===== config.mk =====
export PLATFORM = sky130hd
export DESIGN_NAME = lms_exec
export DESIGN_NICKNAME = d
export VERILOG_FILES = /design/src/hw/lms_pkg.sv /design/src/hw/lms_exec.sv /design/src/hw/lms_byte_cmp.sv
export SDC_FILE = /design/constraint.sdc
export NUM_CORES = 1
export LEC_CHECK = 0
export BUFFER_PORTS_ARGS = -buffer_cell sky130_fd_sc_hd__buf_4
export CAP_MARGIN = 30
export CELL_PAD_IN_SITES_DETAIL_PLACEMENT = 1
export CELL_PAD_IN_SITES_GLOBAL_PLACEMENT = 2
export CORE_MARGIN = 2
export CORE_UTILIZATION = 32
export DETAILED_ROUTE_END_ITERATION = 8
export PLACE_DENSITY = 0.86
export SLEW_MARGIN = 25
export SYNTH_ARGS = -nofsm -noshare
export SYNTH_HDL_FRONTEND = slang
export SYNTH_SLANG_ARGS = --single-unit

===== constraint.sdc =====
create_clock -name i_ref_clk -period 3.8 [get_ports i_ref_clk]
set_input_delay 0.57 -clock i_ref_clk [delete_from_list [all_inputs] [get_ports i_ref_clk]]
set_output_delay 0.57 -clock i_ref_clk [all_outputs]
set_load 0.1 [all_outputs]

===== src/hw/lms_pkg.sv =====
// Shared constants and types for the level, mask and scan execution unit.
// Assumes documented bit n of a 16-bit word sits at index 15-n.
package lms_pkg;

  // ----------------------------------------------------------------
  // Operations and check codes
  // ----------------------------------------------------------------
  typedef enum logic [2:0] {
    OP_LOAD_LEVEL_MASK    = 3'h0,
    OP_LOAD_FLAGS         = 3'h1,
    OP_LOAD_CONTEXT_BLOCK = 3'h2,
    OP_SCAN_MATCH         = 3'h3,
    OP_SCAN_MISMATCH      = 3'h4
  } lms_op_t;

  typedef enum logic [1:0] {
    CHK_NONE    = 2'h0,
    CHK_PRIV    = 2'h1,
    CHK_SPEC    = 2'h2,
    CHK_INVALID = 2'h3
  } lms_chk_t;

  // ----------------------------------------------------------------
  // Level status word fields and reset values
  // ----------------------------------------------------------------
  localparam int unsigned LSW_EVEN       = 15;
  localparam int unsigned LSW_CARRY      = 14;
  localparam int unsigned LSW_OVF        = 13;
  localparam int unsigned LSW_NEG        = 12;
  localparam int unsigned LSW_ZERO       = 11;
  localparam int unsigned LSW_IN_PROCESS = 7;
  localparam int unsigned LSW_TRACE      = 5;
  localparam logic [15:0] LSW_RESET      = 16'h0000;
  localparam logic [3:0]  MASK_RESET     = 4'h0;
  localparam int unsigned MASK_TOP       = 15;
  localparam int unsigned NUM_LEVELS     = 4;
  localparam int unsigned LVL_INHIBIT    = 15;

  // ----------------------------------------------------------------
  // Status block layout and register numbers
  // ----------------------------------------------------------------
  localparam logic [3:0]  BLK_LAST_IDX = 4'ha;
  localparam logic [3:0]  BLK_IDX_IAR  = 4'h0;
  localparam logic [3:0]  BLK_IDX_LSW  = 4'h2;
  localparam logic [3:0]  BLK_IDX_REG0 = 4'h3;
  localparam logic [15:0] BLK_LAST_OFS = 16'h0014;
  localparam logic [3:0]  WB_IAR       = 4'h8;
  localparam logic [3:0]  WB_LSW       = 4'h9;
  localparam logic [2:0]  COUNT_REG    = 3'h7;
  localparam logic [1:0]  AM_BASE_INC  = 2'h1;
  localparam logic [15:0] BASE_INC     = 16'h0002;
  localparam logic [15:0] BYTE_STEP    = 16'h0001;
  localparam logic [15:0] COUNT_ZERO   = 16'h0000;

endpackage : lms_pkg


===== src/hw/lms_exec.sv =====
// Execution unit for mask load, flag load, context block load and scans.
// Assumes a decoder supplies operands and effective addresses, and a
// storage port on the same clock answers each request with one ack.
//
// Functional notes
// RULE1: mask takes storage word bits 0-3
// RULE2: mask bit n enables level n
// RULE3: mask and block loads need supervisor
// RULE4: odd mask address gives specification check
// RULE5: flag load copies register bits 0-4
// RULE6: indicator bits even carry overflow negative zero
// RULE7: block load reads eleven words unchanged
// RULE8: target level from register bits 14-15
// RULE9: inhibit holds trace past next instruction
// RULE10: no inhibit allows trace at completion
// RULE11: block used if in-process and level allowed
// RULE12: block is pointer, zero, status, registers
// RULE13: other level leaves current state untouched
// RULE14: address mode 01 adds two to base
// RULE15: bad or odd block address terminates
// RULE16: scan compares low byte, counts in seven
// RULE17: scan compare writes back neither operand
// RULE18: bit 13 picks address step direction
// RULE19: match scan stops, match not counted
// RULE20: scans interruptible, zero count is no-op
// RULE21: scan sets byte carry and overflow
// RULE22: bad scan operand address terminates
// RULE23: mismatch scan stops on differing byte
module lms_exec (
  input  wire logic             i_ref_clk,
  input  wire logic             i_sys_rst,
  input  wire logic             i_start,
  input  wire lms_pkg::lms_op_t i_op,
  input  wire logic             i_supervisor,
  input  wire logic             i_scan_up,
  input  wire logic [15:0]      i_ea,
  input  wire logic             i_ea_invalid,
  input  wire logic             i_indirect_odd,
  input  wire logic [1:0]       i_addr_mode,
  input  wire logic [2:0]       i_base_reg_sel,
  input  wire logic [15:0]      i_base_reg_val,
  input  wire logic [15:0]      i_first_reg_val,
  input  wire logic [2:0]       i_second_reg_sel,
  input  wire logic [15:0]      i_second_reg_val,
  input  wire logic [15:0]      i_count_val,
  input  wire logic [1:0]       i_cur_level,
  input  wire logic             i_irq_pending,
  input  wire logic             i_instr_retired,
  input  wire logic             i_mem_ack,
  input  wire logic             i_mem_err,
  input  wire logic [15:0]      i_mem_rdata,
  output logic                  o_mem_req,
  output logic      [15:0]      o_mem_addr,
  output logic                  o_mem_byte,
  output logic      [3:0]       o_level_enable_mask,
  output logic      [15:0]      o_level_status_word,
  output logic                  o_wb_valid,
  output logic      [1:0]       o_wb_level,
  output logic      [3:0]       o_wb_idx,
  output logic      [15:0]      o_wb_data,
  output logic                  o_level_switch,
  output logic      [1:0]       o_target_level,
  output logic                  o_trace_enable,
  output logic                  o_trace_hold,
  output logic                  o_done,
  output logic                  o_prog_check,
  output lms_pkg::lms_chk_t     o_check_code
);
  import lms_pkg::*;

  // ----------------------------------------------------------------
  // State and helpers
  // ----------------------------------------------------------------
  typedef enum logic [2:0] {
    S_IDLE     = 3'h0,
    S_MASK_RD  = 3'h1,
    S_BLK_LSW  = 3'h2,
    S_BLK_RD   = 3'h3,
    S_BLK_END  = 3'h4,
    S_SCAN_RD  = 3'h5,
    S_SCAN_WB  = 3'h6,
    S_SCAN_CNT = 3'h7
  } lms_state_t;

  function automatic logic [15:0] blk_addr(input logic [15:0] base, input logic [3:0] idx);
    blk_addr = base + {11'h000, idx, 1'b0};
  endfunction : blk_addr

  lms_state_t  state, next_state;
  lms_op_t     op_q, next_op_q;
  logic [15:0] ea_q, next_ea_q, addr_q, next_addr_q, cnt_q, next_cnt_q;
  logic [15:0] rb_val_q, next_rb_val_q;
  logic [7:0]  rbyte_q, next_rbyte_q;
  logic [3:0]  blk_idx_q, next_blk_idx_q;
  logic [2:0]  rb_sel_q, next_rb_sel_q, sel2_q, next_sel2_q;
  logic [1:0]  req_lvl_q, next_req_lvl_q, cur_q, next_cur_q, am_q, next_am_q;
  logic        up_q, next_up_q, it_q, next_it_q, tgt_trace_q, next_tgt_trace_q;
  logic        used_q, next_used_q;
  logic        next_mem_req, next_mem_byte, next_wb_valid, next_level_switch;
  logic        next_trace_enable, next_trace_hold, next_done, next_prog_check;
  logic [15:0] next_mem_addr, next_lsw, next_wb_data;
  logic [3:0]  next_mask, next_wb_idx;
  logic [1:0]  next_wb_level, next_target_level;
  lms_chk_t    next_check_code, chk;
  logic        fin, hit;
  logic [15:0] cnt_dec;
  logic [7:0]  cmp_diff;
  logic        cmp_borrow, cmp_ovf, cmp_even, cmp_neg, cmp_zero;

  lms_byte_cmp u_cmp ( // RULE17
    .i_stor_byte (i_mem_rdata[7:0]),
    .i_reg_byte  (rbyte_q),
    .o_diff      (cmp_diff),
    .o_borrow    (cmp_borrow),
    .o_ovf       (cmp_ovf),
    .o_even      (cmp_even),
    .o_neg       (cmp_neg),
    .o_zero      (cmp_zero)
  );

  // ----------------------------------------------------------------
  // Next-state logic
  // ----------------------------------------------------------------
  always_comb begin
    next_state = state;           next_op_q = op_q;
    next_ea_q = ea_q;             next_addr_q = addr_q;
    next_cnt_q = cnt_q;           next_rb_val_q = rb_val_q;
    next_rbyte_q = rbyte_q;       next_blk_idx_q = blk_idx_q;
    next_rb_sel_q = rb_sel_q;     next_sel2_q = sel2_q;
    next_req_lvl_q = req_lvl_q;   next_cur_q = cur_q;
    next_am_q = am_q;             next_up_q = up_q;
    next_it_q = it_q;             next_tgt_trace_q = tgt_trace_q;
    next_used_q = used_q;         next_mem_req = o_mem_req;
    next_mem_addr = o_mem_addr;   next_mem_byte = o_mem_byte;
    next_mask = o_level_enable_mask;
    next_lsw = o_level_status_word;
    next_wb_valid = 1'b0;         next_wb_level = o_wb_level;
    next_wb_idx = o_wb_idx;       next_wb_data = o_wb_data;
    next_level_switch = 1'b0;     next_target_level = o_target_level;
    next_trace_enable = o_trace_enable;
    next_trace_hold = o_trace_hold;
    next_done = 1'b0;             next_prog_check = 1'b0;
    next_check_code = CHK_NONE;
    chk = CHK_NONE;
    fin = 1'b0;
    hit = 1'b0;
    cnt_dec = cnt_q - BYTE_STEP;
    if (i_instr_retired) begin
      next_trace_hold = 1'b0; // RULE9
    end
    unique case (state)
      S_IDLE: begin
        if (i_start) begin
          next_op_q = i_op;
          next_ea_q = i_ea;
          next_up_q = i_scan_up;
          next_rbyte_q = i_first_reg_val[7:0]; // RULE16
          next_addr_q = i_second_reg_val;
          next_cnt_q = i_count_val;
          next_sel2_q = i_second_reg_sel;
          next_req_lvl_q = i_first_reg_val[1:0]; // RULE8
          next_it_q = i_first_reg_val[LVL_INHIBIT];
          next_cur_q = i_cur_level;
          next_am_q = i_addr_mode;
          next_rb_sel_q = i_base_reg_sel;
          next_rb_val_q = i_base_reg_val;
          if ((i_op == OP_LOAD_LEVEL_MASK || i_op == OP_LOAD_CONTEXT_BLOCK)
              && !i_supervisor) begin
            chk = CHK_PRIV; // RULE3
            fin = 1'b1;
          end else begin
            unique case (i_op)
              OP_LOAD_LEVEL_MASK, OP_LOAD_CONTEXT_BLOCK: begin
                if (i_ea_invalid) begin
                  chk = CHK_INVALID; // RULE15
                  fin = 1'b1;
                end else if (i_indirect_odd || i_ea[0]) begin
                  chk = CHK_SPEC; // RULE4 RULE15
                  fin = 1'b1;
                end else if (i_op == OP_LOAD_LEVEL_MASK) begin
                  next_mem_req = 1'b1;
                  next_mem_addr = i_ea;
                  next_mem_byte = 1'b0;
                  next_state = S_MASK_RD;
                end else begin
                  next_mem_req = 1'b1;
                  next_mem_addr = blk_addr(i_ea, BLK_IDX_LSW);
                  next_mem_byte = 1'b0;
                  next_state = S_BLK_LSW;
                end
              end
              OP_LOAD_FLAGS: begin
                next_lsw[LSW_EVEN:LSW_ZERO] = i_second_reg_val[15:11]; // RULE5 RULE6
                fin = 1'b1;
              end
              OP_SCAN_MATCH, OP_SCAN_MISMATCH: begin
                if (i_count_val == COUNT_ZERO) begin
                  fin = 1'b1; // RULE20
                end else begin
                  next_mem_req = 1'b1;
                  next_mem_addr = i_second_reg_val;
                  next_mem_byte = 1'b1;
                  next_state = S_SCAN_RD;
                end
              end
              default: begin
                fin = 1'b1;
              end
            endcase
          end
        end
      end
      S_MASK_RD: begin
        if (i_mem_ack) begin
          next_mem_req = 1'b0;
          if (i_mem_err) begin
            chk = CHK_INVALID;
          end else begin
            for (int n = 0; n < NUM_LEVELS; n++) begin
              next_mask[n] = i_mem_rdata[MASK_TOP - n]; // RULE1 RULE2
            end
          end
          fin = 1'b1;
        end
      end
      S_BLK_LSW: begin
        if (i_mem_ack) begin
          next_mem_req = 1'b0;
          if (i_mem_err) begin
            chk = CHK_INVALID; // RULE15
            fin = 1'b1;
          end else if (i_mem_rdata[LSW_IN_PROCESS] && req_lvl_q <= cur_q) begin
            next_used_q = 1'b1; // RULE11
            next_tgt_trace_q = i_mem_rdata[LSW_TRACE];
            next_blk_idx_q = BLK_IDX_IAR;
            next_mem_req = 1'b1;
            next_mem_addr = blk_addr(ea_q, BLK_IDX_IAR);
            next_state = S_BLK_RD;
          end else begin
            next_used_q = 1'b0; // RULE11
            next_tgt_trace_q = o_level_status_word[LSW_TRACE];
            next_state = S_BLK_END;
          end
        end
      end
      S_BLK_RD: begin
        if (i_mem_ack) begin
          next_mem_req = 1'b0;
          if (i_mem_err) begin
            chk = CHK_INVALID; // RULE15
            fin = 1'b1;
          end else begin
            next_wb_level = req_lvl_q;
            next_wb_data = i_mem_rdata;
            if (blk_idx_q == BLK_IDX_IAR) begin
              next_wb_valid = 1'b1; // RULE12
              next_wb_idx = WB_IAR;
            end else if (blk_idx_q == BLK_IDX_LSW) begin
              if (req_lvl_q == cur_q) begin
                next_lsw = i_mem_rdata;
              end else begin
                next_wb_valid = 1'b1; // RULE13
                next_wb_idx = WB_LSW;
              end
            end else if (blk_idx_q >= BLK_IDX_REG0) begin
              next_wb_valid = 1'b1; // RULE12
              next_wb_idx = blk_idx_q - BLK_IDX_REG0;
            end
            if (blk_idx_q == BLK_LAST_IDX) begin
              next_state = S_BLK_END; // RULE7
            end else begin
              next_blk_idx_q = blk_idx_q + 4'h1;
              next_mem_req = 1'b1;
              next_mem_addr = blk_addr(ea_q, blk_idx_q + 4'h1);
            end
          end
        end
      end
      S_BLK_END: begin
        if (am_q == AM_BASE_INC) begin
          next_wb_valid = 1'b1; // RULE14
          next_wb_level = cur_q;
          next_wb_idx = {1'b0, rb_sel_q};
          next_wb_data = rb_val_q + BASE_INC;
        end
        next_trace_enable = tgt_trace_q; // RULE10
        next_trace_hold = it_q & tgt_trace_q; // RULE9
        next_target_level = used_q ? req_lvl_q : cur_q;
        next_level_switch = used_q && (req_lvl_q != cur_q);
        fin = 1'b1;
      end
      S_SCAN_RD: begin
        if (i_mem_ack) begin
          next_mem_req = 1'b0;
          if (i_mem_err) begin
            chk = CHK_INVALID; // RULE22
            fin = 1'b1;
          end else begin
            next_lsw[LSW_CARRY] = cmp_borrow; // RULE21
            next_lsw[LSW_OVF] = cmp_ovf; // RULE21
            next_lsw[LSW_EVEN] = cmp_even;
            next_lsw[LSW_NEG] = cmp_neg;
            next_lsw[LSW_ZERO] = cmp_zero;
            next_addr_q = up_q ? addr_q + BYTE_STEP : addr_q - BYTE_STEP; // RULE18
            hit = (op_q == OP_SCAN_MATCH) ? cmp_zero : !cmp_zero; // RULE19 RULE23
            if (hit) begin
              next_state = S_SCAN_WB; // RULE19
            end else begin
              next_cnt_q = cnt_dec; // RULE16
              if (cnt_dec == COUNT_ZERO || i_irq_pending) begin
                next_state = S_SCAN_WB; // RULE20
              end else begin
                next_mem_req = 1'b1;
                next_mem_addr = next_addr_q;
              end
            end
          end
        end
      end
      S_SCAN_WB: begin
        next_wb_valid = 1'b1;
        next_wb_level = cur_q;
        next_wb_idx = {1'b0, sel2_q};
        next_wb_data = addr_q;
        next_state = S_SCAN_CNT;
      end
      S_SCAN_CNT: begin
        next_wb_valid = 1'b1;
        next_wb_level = cur_q;
        next_wb_idx = {1'b0, COUNT_REG};
        next_wb_data = cnt_q;
        fin = 1'b1;
      end
    endcase
    if (fin) begin
      next_done = 1'b1;
      next_prog_check = (chk != CHK_NONE);
      next_check_code = chk;
      next_state = S_IDLE;
    end
  end

  // ----------------------------------------------------------------
  // Registers
  // ----------------------------------------------------------------
  always_ff @(posedge i_ref_clk) begin
    if (i_sys_rst) begin
      state <= S_IDLE;             op_q <= OP_LOAD_LEVEL_MASK;
      ea_q <= 16'h0000;            addr_q <= 16'h0000;
      cnt_q <= 16'h0000;           rb_val_q <= 16'h0000;
      rbyte_q <= 8'h00;            blk_idx_q <= 4'h0;
      rb_sel_q <= 3'h0;            sel2_q <= 3'h0;
      req_lvl_q <= 2'h0;           cur_q <= 2'h0;
      am_q <= 2'h0;                up_q <= 1'b0;
      it_q <= 1'b0;                tgt_trace_q <= 1'b0;
      used_q <= 1'b0;              o_mem_req <= 1'b0;
      o_mem_addr <= 16'h0000;      o_mem_byte <= 1'b0;
      o_level_enable_mask <= MASK_RESET;
      o_level_status_word <= LSW_RESET;
      o_wb_valid <= 1'b0;          o_wb_level <= 2'h0;
      o_wb_idx <= 4'h0;            o_wb_data <= 16'h0000;
      o_level_switch <= 1'b0;      o_target_level <= 2'h0;
      o_trace_enable <= 1'b0;      o_trace_hold <= 1'b0;
      o_done <= 1'b0;              o_prog_check <= 1'b0;
      o_check_code <= CHK_NONE;
    end else begin
      state <= next_state;         op_q <= next_op_q;
      ea_q <= next_ea_q;           addr_q <= next_addr_q;
      cnt_q <= next_cnt_q;         rb_val_q <= next_rb_val_q;
      rbyte_q <= next_rbyte_q;     blk_idx_q <= next_blk_idx_q;
      rb_sel_q <= next_rb_sel_q;   sel2_q <= next_sel2_q;
      req_lvl_q <= next_req_lvl_q; cur_q <= next_cur_q;
      am_q <= next_am_q;           up_q <= next_up_q;
      it_q <= next_it_q;           tgt_trace_q <= next_tgt_trace_q;
      used_q <= next_used_q;       o_mem_req <= next_mem_req;
      o_mem_addr <= next_mem_addr; o_mem_byte <= next_mem_byte;
      o_level_enable_mask <= next_mask;
      o_level_status_word <= next_lsw;
      o_wb_valid <= next_wb_valid; o_wb_level <= next_wb_level;
      o_wb_idx <= next_wb_idx;     o_wb_data <= next_wb_data;
      o_level_switch <= next_level_switch;
      o_target_level <= next_target_level;
      o_trace_enable <= next_trace_enable;
      o_trace_hold <= next_trace_hold;
      o_done <= next_done;         o_prog_check <= next_prog_check;
      o_check_code <= next_check_code;
    end
  end

  logic scan_ok;
  assign scan_ok = (state == S_SCAN_RD) && i_mem_ack && !i_mem_err;
endmodule : lms_exec


===== src/hw/lms_byte_cmp.sv =====
// Byte subtraction for the scan unit: storage byte minus register byte.
// Purely combinational; the caller registers the results.
module lms_byte_cmp (
  input  wire logic [7:0] i_stor_byte,
  input  wire logic [7:0] i_reg_byte,
  output logic      [7:0] o_diff,
  output logic            o_borrow,
  output logic            o_ovf,
  output logic            o_even,
  output logic            o_neg,
  output logic            o_zero
);

  logic [8:0] wide;

  always_comb begin
    wide     = {1'b0, i_stor_byte} - {1'b0, i_reg_byte};
    o_diff   = wide[7:0];
    o_borrow = wide[8];
    // Signed overflow: operands differ in sign and the result sign flips.
    o_ovf    = (i_stor_byte[7] ^ i_reg_byte[7]) & (wide[7] ^ i_stor_byte[7]);
    o_even   = ~wide[0];
    o_neg    = wide[7];
    o_zero   = (wide[7:0] == 8'h00);
  end

endmodule : lms_byte_cmp


---- After elaboration in Yosys (flattened, before gate mapping) ----
Index checks and enable logic that the tools add are counted.
storage, ports and cells
  logic and storage cells ................. 283
  register bits after elaboration ......... 168
  input port bits ......................... 120
  output and inout bits ................... 70
cells by class
  reductions and logical operators ........ 49
  bitwise gates (word level) .............. 10
  multiplexer cells ....................... 133
  equality and inequality tests ........... 46
  add/subtract/negate cells ............... 9
  order comparisons ....................... 2
operators with widths
  operator                                             count
  two-way mux 16 bit                                   32
  one-hot mux 16 bit (4 select lines)                  2
  one-hot mux 16 bit (2 select lines)                  3
  two-way mux 4 bit                                    13
  two-way mux 3 bit                                    15
  != test 2 bit (second input constant)                21
  two-way mux 1 bit                                    38
  logical NOT 16 bit                                   2
  subtractor 16 x 1 -> 16 bit (second input constant)  2
  two-way mux 5 bit                                    5
  two-way mux 2 bit                                    12
  AND reduction 11 bit                                 2
  AND reduction 17 bit                                 1
  adder 16 x 1 -> 16 bit (second input constant)       1
  adder 16 x 2 -> 16 bit (second input constant)       1
  adder 16 x 3 -> 16 bit (second input constant)       1
  adder 16 x 5 -> 16 bit                               1
  one-hot mux 4 bit (4 select lines)                   1
  == test 3 x 2 -> 1 bit (second input constant)       5
  == test 3 bit (second input constant)                5
  one-hot mux 3 bit (5 select lines)                   1
  one-hot mux 5 bit (3 select lines)                   1
  AND reduction 15 bit                                 1
  AND reduction 7 bit                                  2
  44 further kinds                                     81

---- Longest topological paths before layout ----
Gate-level depths: netlist of run 1.
  word-level depth ........................ 9
  mapped depth ............................ 12
  gate-level depth less buffers ........... 12

---- By module ----
Synthesis of run 1 repeated with hierarchy kept, for this count alone.
second synthesis, totals
  cells, all modules ...................... 1,397
  area, all modules ....................... 10,366.2 um^2
by module, submodules not included
  module        instances  area each (um^2)  seq. area each (um^2)  cells each
  lms_exec      1          9,890.7           3,323.2                1,327
  lms_byte_cmp  1          475.5             0.0                    70

---- Least setup slack after synthesis of run 1 ----
No wires, ideal clock.
  path type ............................... input -> register
  start point ............................. input i_mem_rdata[0]
  end point ............................... register cnt_q[4]
  path buffers ............................ 1
  setup slack ............................. 0.356 ns
  cell stages on the path ................. 12
  setup time .............................. 0.134 ns
  arrival ................................. 3.309 ns
  cell sequence ........................... inv_1 -> ha_1 -> fa_1 -> nor2b_1 -> o211ai_1 -> a31oi_1 -> o21ai_0 -> a2111oi_4 -> mux2_4 -> buf_6 -> o311ai_0 -> o31ai_1
between the ends
  word-level cells in the longest chain between the ends .. 6
RTL lines
  item                             RTL line            source
  from (decl)                      lms_exec.sv:51      input wire logic [15:0] i_mem_rdata,
  subtractor 8 x 8 -> 9 bit *      lms_byte_cmp.sv:17  wide = {1'b0, i_stor_byte} - {1'b0, i_reg_byte};
  logical NOT 8 bit *              lms_byte_cmp.sv:24  o_zero = (wide[7:0] == 8'h00);
  logical NOT 1 bit                lms_exec.sv:305     hit = (op_q == OP_SCAN_MATCH) ? cmp_zero : !cmp_zero;
  two-way mux 1 bit *              lms_exec.sv:305
  != test 2 bit (no line) *        -
  AND reduction 5 bit (no line) *  -
  to (signal assigned)             lms_exec.sv:369     cnt_q <= next_cnt_q; rb_val_q <= next_rb_val_q;
  to (decl)                        lms_exec.sv:91      logic [15:0] ea_q, next_ea_q, addr_q, next_addr_q, cnt_q, next_cnt_q;
Mark *: on every way between the ends. The rest lies on a longest branch, timed or not.
A chain may end at the register's enable or synchronous reset.

---- Worst setup path after layout of run 1 ----
  start point ............................. register rbyte_q[0]
  end point ............................... register o_mem_addr[2]
between the ends
  word-level cells in the longest chain between the ends .. 6
RTL lines
  item                              RTL line            source
  from (decl)                       lms_exec.sv:93      logic [7:0] rbyte_q, next_rbyte_q;
  from (signal assigned)            lms_exec.sv:370     rbyte_q <= next_rbyte_q; blk_idx_q <= next_blk_idx_q;
  subtractor 8 x 8 -> 9 bit *       lms_byte_cmp.sv:17
  logical NOT 8 bit *               lms_byte_cmp.sv:24
  logical NOT 1 bit                 lms_exec.sv:305
  two-way mux 1 bit *               lms_exec.sv:305
  != test 2 bit (no line) *         -
  AND reduction 17 bit (no line) *  -
  to (signal assigned)              lms_exec.sv:376     o_mem_addr <= next_mem_addr; o_mem_byte <= next_mem_byte;
  to (decl)                         lms_exec.sv:53      output logic [15:0] o_mem_addr,
Marks and branches as above.

==> out/qor.csv, run 1 <==
metric;value;unit
routed wire length;41.7;mm
Layout area overhead;23.3;%
initial core utilization;32.7;%
pwr dens;658;nW/um2
largest area contributor in the netlist;dfxtp_1;
# rows;65;
Hold Path Origin;i_base_reg_val[5];
CTS tree;done;
ant diodes;0;
worst reg2reg path depth;12;
CP arrival;3.81;ns
most instantiated library cell after synthesis;nand2_1;
DRT antenna net count;0;
status;finished clean;
Crit. Startpoint;rbyte_q[0];
Die Span X;184;um
LEAKAGE;5.01;nW
setup slack, reg-to-reg;0.33;ns
Core Util, Final;40.3;%
Final nets;1695;
required time of the critical path;4.14;ns
reg-to-reg endpoint;o_mem_addr[2];
number of synthesized flops with an enable pin;0;
Setup Buffers After CTS;0;
clock buffer depth;2;
Setup crit start kind;register;
io pins;190;
final period utilization;91.4;%
GP Congestion;0.873;
Worst Max-Slew Pin Slew;0.970;ns
final-report setup violation count;0;
Slew headroom;34.8;%
mapped cell area;10400;um2
CP endpoint kind;register;
RSZ-0062 raised after global routing;false;
Post-synth ARST share;0;%
Main synth FF type;dfxtp_1;
final std cells w/o fill;1984;
part of the Yosys area used for sequential elements;32.0;%
buffers added on ports;182;
first-pass GRT wire length;63.3;mm
Pwr Total;8.43;mW
Distinct cells, synth;80;
Pre-Repair DR Iteration Count;5;
GRT overflow;0;
GRT Total Usage;24.3;%
hpwl dp;31.5;mm
Crit Path Category;register to register;
clk_lat worst skew;0.45;ns
Synth Instances;1394;
Worst Hold Class;input port to register;
Area contributors post-synth;dfxtp_1 (32%), nand2_1 (8.8%), a21oi_1 (8.7%), nor2_1 (4.2%), ha_1 (4.2%);
placed insts;1951;
final hold viol count;0;
Die H;184;um
clk_skew;0.0118;ns
# hold bufs at CTS;0;
Slew Viols, Final;0;
vias post-DR;11100;
DR vias/cell;5.57;
synthesized area per cell;7.46;um2
Die Footprint;33900;um2
CTS buffer count;17;
worst r2r src;rbyte_q[0];
H-tree Lvls;4;
maximum clock frequency;288;MHz
DRC viols;0;
core area;31800;um2
Tmin final;3.47;ns
Yosys reg bits;166;
crit-path max FO;15;
VDD IR max;0.361;mV
Fin Setup TNS;0;ns
area share of the largest cell type after synthesis;32.0;%
CTS root buffer;clkbuf_16;
max cap viols;0;
commonest cells in the netlist;nand2_1 (244), a21oi_1 (181), dfxtp_1 (166);
CTS clock-pin slew for the worst setup and hold paths;0.08;ns
share of cells above drive strength 1;17.9;%
initial detailed-routing violation count;594;
DR WL/cell;21.0;um
vias in the first global route;10900;
Sink Count;166;
Worst Setup EP;o_mem_addr[2];
YS warnings;0;
largest net degree at the start of global routing;93;
initial antenna violation count;0;
PostCTS Resize Cnt;0;
syn nets;1553;
==> sequential cells by signal (all words and copies together) (netlist names), 3 cells and up <==
name and count:
cnt_q 16, rbyte_q 8, o_level_enable_mask 4, o_wb_data 16
state 3, o_wb_idx 4, op_q 3, o_mem_addr 16
sel2_q 3, rb_val_q 16, rb_sel_q 3, blk_idx_q 4
addr_q 16, o_level_status_word 16, ea_q 16
==> kinds of logic (layout without fill, tap and decap cells) <==
| kind of cell | Yosys count | after routing | synth area share [%] |
|---|---|---|---|
| adder cells (fa/ha/maj) | 39 | 39 | 4.98 |
| AND/OR/NAND/NOR | 528 | 528 | 22.9 |
| multiplexers | 33 | 33 | 3.41 |
| AO/OA/AOI/OAI | 432 | 432 | 26.4 |
| XOR/XNOR | 61 | 61 | 5.14 |
| flip-flops | 166 | 166 | 32.0 |
| buffers and inverters | 135 | 290 | 5.18 |
==> worst min-delay path by stage <==
stage | slack (ns) | cells past startpoint | endpoint
2_1_floorplan | 0.43 | 2 | op_q[2]
3_3_place_gp | 0.44 | 2 | o_wb_data[0]
3_5_place_dp | 0.45 | 2 | rbyte_q[7]
4_1_cts | 0.35 | 3 | rb_val_q[5]
5_1_grt | 0.36 | 3 | rbyte_q[7]
6_report | 0.36 | 3 | rb_val_q[5]
==> cells in the final DEF (no fill, tap or decap), types with 14 or more instances in the layout <==
cell type,n
clkbuf_16,17
a311oi_1,16
nor2_1,116
o211ai_1,14
o21ai_0,64
a211oi_1,38
xor2_1,25
ha_1,35
nand3_1,36
dfxtp_1,166
nor3_1,37
mux2i_1,26
inv_1,41
nand4_1,14
a21oi_1,180
xnor2_1,36
nand2_1,243
buf_4,215
==> stage by stage <==
step                      instance area, um2  worst slack [ns]  hold WS [ns]
final                                  12800             0.326         0.361
after global routing                   12800             0.177         0.361
after CTS                              12800             0.363         0.352
after detailed placement               12200             0.152         0.451
after global placement                 12200             0.169         0.441
after floorplan                        10400             0.356         0.431
==> where the power goes <==
group,switching (mW),internal (mW)
clock network,0.873,0.932
logic,2.78,1.40
registers,0.378,2.07
total,4.03,4.40
==> routing by layer <==
metal | vias up | share of wire, % | track usage [%]
li1 | 5293 | - | -
met1 | 5421 | 45 | 32.3
met2 | 290 | 48 | 41.0
met3 | 51 | 4.3 | 3.38
met4 | 0 | 2.2 | 7.23
met5 | - | 0 | 0
==> final cells by class <==
cell class,instances,area (um2)
Sequential cell,166,3320
Timing Repair Buffer,216,1640
Tap cell,435,544
Clock buffer,17,425
Clock inverter,15,161
Inverter,42,158
Fill cell,3931,19000
Multi-Input combinational cell,1093,6560
==> worst max-delay path, cell delays in order, from the launching register on <==
cell and delay (ns):
dfxtp_1 0.50, ha_1 0.29, fa_1 0.25, nor2b_1 0.08
o211ai_1 0.25, a2bb2oi_1 0.10, a2111o_1 0.43, a2111oi_4 0.52
buf_4 0.25, a32o_1 0.19, nor2_2 0.04, buf_4 0.19
a311oi_1 0.29
Power figures use the tool's default switching activity.
==> run 2, diff against run 1 <==
--- a/config.mk
+++ b/config.mk
@@ -10,9 +10,9 @@
 export CELL_PAD_IN_SITES_DETAIL_PLACEMENT = 1
 export CELL_PAD_IN_SITES_GLOBAL_PLACEMENT = 2
 export CORE_MARGIN = 2
-export CORE_UTILIZATION = 32
+export CORE_UTILIZATION = 29
 export DETAILED_ROUTE_END_ITERATION = 8
-export PLACE_DENSITY = 0.86
+export PLACE_DENSITY = 0.82
 export SLEW_MARGIN = 25
 export SYNTH_ARGS = -nofsm -noshare
 export SYNTH_HDL_FRONTEND = slang
==> constraint.sdc (replaced) <==
create_clock -name i_ref_clk -period 3.15 [get_ports i_ref_clk]
set_input_delay 0.4725 -clock i_ref_clk [delete_from_list [all_inputs] [get_ports i_ref_clk]]
set_output_delay 0.4725 -clock i_ref_clk [all_outputs]
set_load 0.1 [all_outputs]
==> run 2 against run 1 <==
Setup slack lost 0.19 ns. Sequential power grew 22%. Core utilization shrank 2.4 points. Largest power group unchanged. Wire length grew 4.3%. Non-clock buffer count grew 58. Count of clock-buffer cells in the layout grew 5.
==> out/qor.csv, run 2 (same netlist as run 1, synthesis figures left out) <==
metric;value;unit;change
hpwl dp;33.7;mm;was 31.5 mm
maximum clock frequency;332;MHz;was 288 MHz
CTS clock-pin slew for the worst setup and hold paths;0.07;ns;was 0.08 ns
Pwr Total;10.5;mW;was 8.43 mW
Slew headroom;41.6;%;was 34.8%
clk_skew;0.0122;ns;was 0.0118 ns
Slew Viols, Final;0;;unchanged
Worst Max-Slew Pin Slew;0.876;ns;was 0.970 ns
worst hold slack;0.279;ns;was 0.361 ns
LEAKAGE;5.34;nW;was 5.01 nW
status;finished clean;;unchanged
clock power share;20.9;%;was 21.4%
pwr dens;785;nW/um2;was 658 nW/um2
Die Span X;193;um;was 184 um
DRC viols;0;;unchanged
core area;35400;um2;was 31,800 um2
DRT antenna net count;0;;unchanged
Switch Pwr;4.86;mW;was 4.03 mW
final-report setup violation count;0;;unchanged
vias in the first global route;11500;;was 10,900
max cap viols;0;;unchanged
Pre-Repair DR Iteration Count;5;;unchanged
final setup margin;0.137;ns;was 0.326 ns
Die H;193;um;was 184 um
Layout area overhead;29.2;%;was 23.3%
# rows;69;;was 65
Setup crit start kind;register;;unchanged
final hold viol count;0;;unchanged
clk_lat worst skew;0.44;ns;was 0.45 ns
first-pass GRT wire length;67.0;mm;was 63.3 mm
clock buffer depth;2;;unchanged
Sink Count;166;;unchanged
initial core utilization;29.4;%;was 32.7%
P_int;5.68;mW;was 4.40 mW
final period utilization;95.6;%;was 91.4%
Place WS;-0.195;ns;was 0.152 ns
initial detailed-routing violation count;747;;was 594
routed wire length;43.5;mm;was 41.7 mm
share of cells above drive strength 1;21.8;%;was 17.9%
H-tree Lvls;4;;unchanged
GRT overflow;0;;unchanged
Reg power frac;28.2;%;was 29.0%
CTS tree;done;;unchanged
Fin Setup TNS;0;ns;unchanged
initial antenna violation count;0;;unchanged
commonest non-fill, non-tap cells in the layout;buf_4 (269), nand2_1 (242), a21oi_1 (180);;was nand2_1 (243), buf_4 (215), a21oi_1 (180)
DR vias/cell;5.46;;was 5.57
Crit Path Category;register to register;;unchanged
Worst Hold Class;input port to register;;unchanged
CP endpoint kind;register;;unchanged
ant diodes;0;;unchanged
Die Footprint;37400;um2;was 33,900 um2
DR WL/cell;21.0;um;about the same
Final nets;1753;;was 1,695
VDD IR max;0.452;mV;was 0.361 mV
CP arrival;3.30;ns;was 3.81 ns
Combinational Power Share;50.9;%;was 49.6%
CTS buffer count;17;;unchanged
most common cell after layout, fill and taps aside;buf_4;;was nand2_1
Tmin final;3.01;ns;was 3.47 ns
largest net degree at the start of global routing;79;;was 93
buffers added on ports;182;;unchanged
GP Congestion;0.873;;about the same
GRT Total Usage;22.8;%;was 24.3%
# hold bufs at CTS;0;;unchanged
vias post-DR;11300;;was 11,100
crit-path max FO;7;;was 15
CTS root buffer;clkbuf_16;;unchanged
io pins;190;;unchanged
switching share of power;46.1;%;was 47.8%
required time of the critical path;3.43;ns;was 4.14 ns
run 2: layer usage:
layer	track usage, %	routed length, um	vias to the layer above	part of all wire (%)
li1	-	-	5409	-
met2	38.0	20900	267	48
met1	29.9	19700	5565	45
met4	8.65	1330	0	3.0
met3	3.02	1640	59	3.8
met5	0	0	-	0
run 2: area by class of cell:
cell class	instances	area (um2)
Tap cell	461	577
Inverter	42	158
Clock buffer	22	484
Fill cell	4348	22000
Multi-Input combinational cell	1093	6650
Timing Repair Buffer	274	2110
Sequential cell	166	3330
Clock inverter	10	120
run 2: power by group through the flow:
stage | clock [mW] | combinational (mW) | sequential [mW]
finish | 2.20 | 5.36 | 2.98
global route | 2.33 | 5.84 | 3.02
global placement | 0 | 5.12 | 3.00
CTS | 2.25 | 5.28 | 2.97
floorplan | 0 | 2.96 | 3.51
detailed placement | 0 | 5.24 | 3.01
run 2: final timing paths:
path / from / endpoint / slack [ns] / cells after the start
max: rbyte_q[1] / cnt_q[0] / 0.14 / 12
min: i_base_reg_val[9] / rb_val_q[9] / 0.28 / 3
max reg2reg: rbyte_q[1] / cnt_q[0] / 0.14 / 12
min reg2reg: rbyte_q[7] / rbyte_q[7] / 0.46 / 2
run 2: critical path, stage by stage (launching register included):
cell       delay [ns]
dfxtp_1          0.33
inv_1            0.06
ha_1             0.27
nor2b_4          0.13
o2111a_2         0.28
a2bb2oi_1        0.15
a2111o_1         0.34
a2111oi_4        0.34
buf_4            0.20
mux2_4           0.36
buf_4            0.16
o21ai_0          0.14
a31oi_1          0.10
run 2: what timing repair did:
item                       CTS  global route
setup endpoints to repair    5            33
pin swaps                    0             8
buffers inserted             0             4
gates resized for setup      2            19
run 2: per-stage QoR:
stage	utilization (%)	instance area [um2]	cells
after floorplan	-	10400	1394
after global placement	35.9	12700	2032
after detailed placement	35.9	12700	2032
after CTS	37.6	13300	2064
after global routing	37.9	13400	2068
final	37.9	13400	2068
==> run 3, diff against run 2 <==
--- a/config.mk
+++ b/config.mk
@@ -10,10 +10,11 @@
 export CELL_PAD_IN_SITES_DETAIL_PLACEMENT = 1
 export CELL_PAD_IN_SITES_GLOBAL_PLACEMENT = 2
 export CORE_MARGIN = 2
-export CORE_UTILIZATION = 29
+export CORE_UTILIZATION = 30
+export CTS_BUF_LIST = sky130_fd_sc_hd__clkbuf_8
 export DETAILED_ROUTE_END_ITERATION = 8
-export PLACE_DENSITY = 0.82
-export SLEW_MARGIN = 25
+export PLACE_DENSITY = 0.8
+export SLEW_MARGIN = 5
 export SYNTH_ARGS = -nofsm -noshare
 export SYNTH_HDL_FRONTEND = slang
 export SYNTH_SLANG_ARGS = --single-unit
==> run 3 against run 2 <==
Sequential cell count did not move. Clock skew rose by 0.0046 ns. Count of clock-buffer cells in the layout fell by 5. Wire length barely moved. Maximum frequency fell by 1.1%. Critical path depth rose by 2. Critical endpoint is now o_mem_addr[3].
==> out/qor.csv, run 3 (same netlist as run 1, synthesis figures left out) <==
metric;value;unit;change
buffers added on ports;182;;unchanged
DR vias/cell;5.45;;was 5.46
clock buffer depth;2;;unchanged
P_int;5.11;mW;was 5.68 mW
switching share of power;48.7;%;was 46.1%
Worst Hold Class;input port to register;;unchanged
# hold bufs at CTS;0;;unchanged
share of cells above drive strength 1;22.0;%;was 21.8%
largest net degree at the start of global routing;58;;was 79
clk_lat worst skew;0.49;ns;was 0.44 ns
worst hold slack;0.222;ns;was 0.279 ns
GRT Total Usage;23.9;%;was 22.8%
Multi-input gate area;6650;um2;about the same
DRT antenna net count;0;;unchanged
final std cells w/o fill;2062;;was 2,068
CP endpoint kind;register;;unchanged
Die Footprint;36200;um2;was 37,400 um2
status;finished clean;;unchanged
GP Congestion;0.874;;was 0.873
Fillers;4229;;was 4,348
Layout area overhead;27.3;%;was 29.2%
Combinational Power Share;54.4;%;was 50.9%
clock power share;16.0;%;was 20.9%
max cap viols;0;;unchanged
VDD IR max;0.362;mV;was 0.452 mV
pwr dens;753;nW/um2;was 785 nW/um2
CTS tree;done;;unchanged
Switch Pwr;4.85;mW;was 4.86 mW
DR WL/cell;21.1;um;was 21.0 um
Post-DP Area;12700;um2;about the same
Slew headroom;49.0;%;was 41.6%
Pre-Repair DR Iteration Count;5;;unchanged
final-report setup violation count;0;;unchanged
commonest non-fill, non-tap cells in the layout;buf_4 (269), nand2_1 (242), a21oi_1 (180);;unchanged
initial detailed-routing violation count;688;;was 747
CTS root buffer;clkbuf_8;;was clkbuf_16
clk_skew;0.0167;ns;was 0.0122 ns
ant diodes;0;;unchanged
Die Span X;190;um;was 193 um
CTS clock-pin slew for the worst setup and hold paths;0.10;ns;was 0.07 ns
post-route cell area;13200;um2;was 13,400 um2
Final nets;1754;;was 1,753
GRT overflow;0;;unchanged
io pins;190;;unchanged
Slew Viols, Final;0;;unchanged
final period utilization;96.7;%;was 95.6%
Die H;190;um;was 193 um
initial antenna violation count;0;;unchanged
core area;34300;um2;was 35,400 um2
CP arrival;3.46;ns;was 3.30 ns
Crit Path Category;register to register;;unchanged
hpwl dp;33.4;mm;was 33.7 mm
Setup crit start kind;register;;unchanged
vias post-DR;11200;;was 11,300
routed wire length;43.5;mm;about the same
required time of the critical path;3.57;ns;was 3.43 ns
maximum clock frequency;328;MHz;was 332 MHz
H-tree Lvls;4;;unchanged
Reg power frac;29.6;%;was 28.2%
Sink Count;166;;unchanged
Fin Setup TNS;0;ns;unchanged
final hold viol count;0;;unchanged
crit-path max FO;6;;was 7
DRC viols;0;;unchanged
placed insts;2027;;was 2,032
CTS buffer count;17;;unchanged
register area;3330;um2;about the same
most common cell after layout, fill and taps aside;buf_4;;unchanged
initial core utilization;30.3;%;was 29.4%
Tmin final;3.05;ns;was 3.01 ns
Worst Max-Slew Pin Slew;0.757;ns;was 0.876 ns
LEAKAGE;5.25;nW;was 5.34 nW
first-pass GRT wire length;66.1;mm;was 67.0 mm
# rows;68;;was 69
vias in the first global route;11200;;was 11,500
-- run 3: changes by cell type in the layout (fill, tap and decap cells not counted), moves of 2 or more --
cell,change
inv_8,+2
inv_6,+3
clkinv_2,-2
o311ai_2,-2
o311ai_1,+2
clkbuf_8,+13
buf_12,+2
o21ai_1,-2
clkbuf_16,-17
-- run 3: per-layer routing --
metal / wire, um / GRT usage (%) / part of all wire [%]
met4: 871 / 6.56 / 2.0
met5: 0 / 0 / 0
met1: 19500 / 31.3 / 45
met3: 1670 / 3.12 / 3.8
met2: 21400 / 41.0 / 49
-- run 3: final timing paths --
kind / startpoint / to / slack, ns / cells past startpoint
min reg2reg: rbyte_q[2] / rbyte_q[2] / 0.46 / 2
min: i_addr_mode[1] / am_q[1] / 0.22 / 3
max reg2reg: rbyte_q[1] / o_mem_addr[3] / 0.10 / 14
max: rbyte_q[1] / o_mem_addr[3] / 0.10 / 14
-- run 3: area by class of cell --
class / count / share of cell area, %
sequential: 166 / 25.2
inverter: 42 / 1.19
timing repair buffer: 275 / 16.2
clock buffer: 17 / 1.77
tap: 455 / 4.30
multi-input combinational: 1093 / 50.3
clock inverter: 14 / 1.10
-- run 3: critical path, cell delays in order (launching register included) --
cell,delay [ns]
dfxtp_4,0.37
inv_1,0.05
ha_1,0.27
nor2b_4,0.14
buf_4,0.14
o311a_1,0.30
o22ai_2,0.15
xnor2_1,0.22
a2111oi_4,0.09
buf_4,0.17
buf_4,0.16
a32o_1,0.24
buf_4,0.14
or4_1,0.45
o21ai_0,0.08
-- run 3: timing repair --
| action | in CTS | in global routing |
|---|---|---|
| gates resized for setup | 6 | 16 |
| gates cloned | 0 | 0 |
| buffers inserted | 0 | 4 |
| endpoints found under the setup margin | 5 | 31 |
| pin swaps | 0 | 11 |
-- run 3: power groups by stage --
stage                     logic [mW]  clock network, mW  registers, mW
after global placement          5.18                  0           2.98
after floorplan                 2.96                  0           3.51
after CTS                       5.32               1.63           2.94
after detailed placement        5.28                  0           2.98
after global routing            5.90               1.72           2.99
final                           5.42               1.59           2.95
-- run 3: stage by stage --
stage               utilization [%]  setup slack [ns]  power (mW)
global placement               37.1            -0.166        8.16
floorplan                         -           0.00146        6.47
CTS                            38.3            0.0205        9.89
global route                   38.6          -0.00119        10.6
detailed placement             37.1            -0.283        8.27
finish                         38.6             0.105        9.96
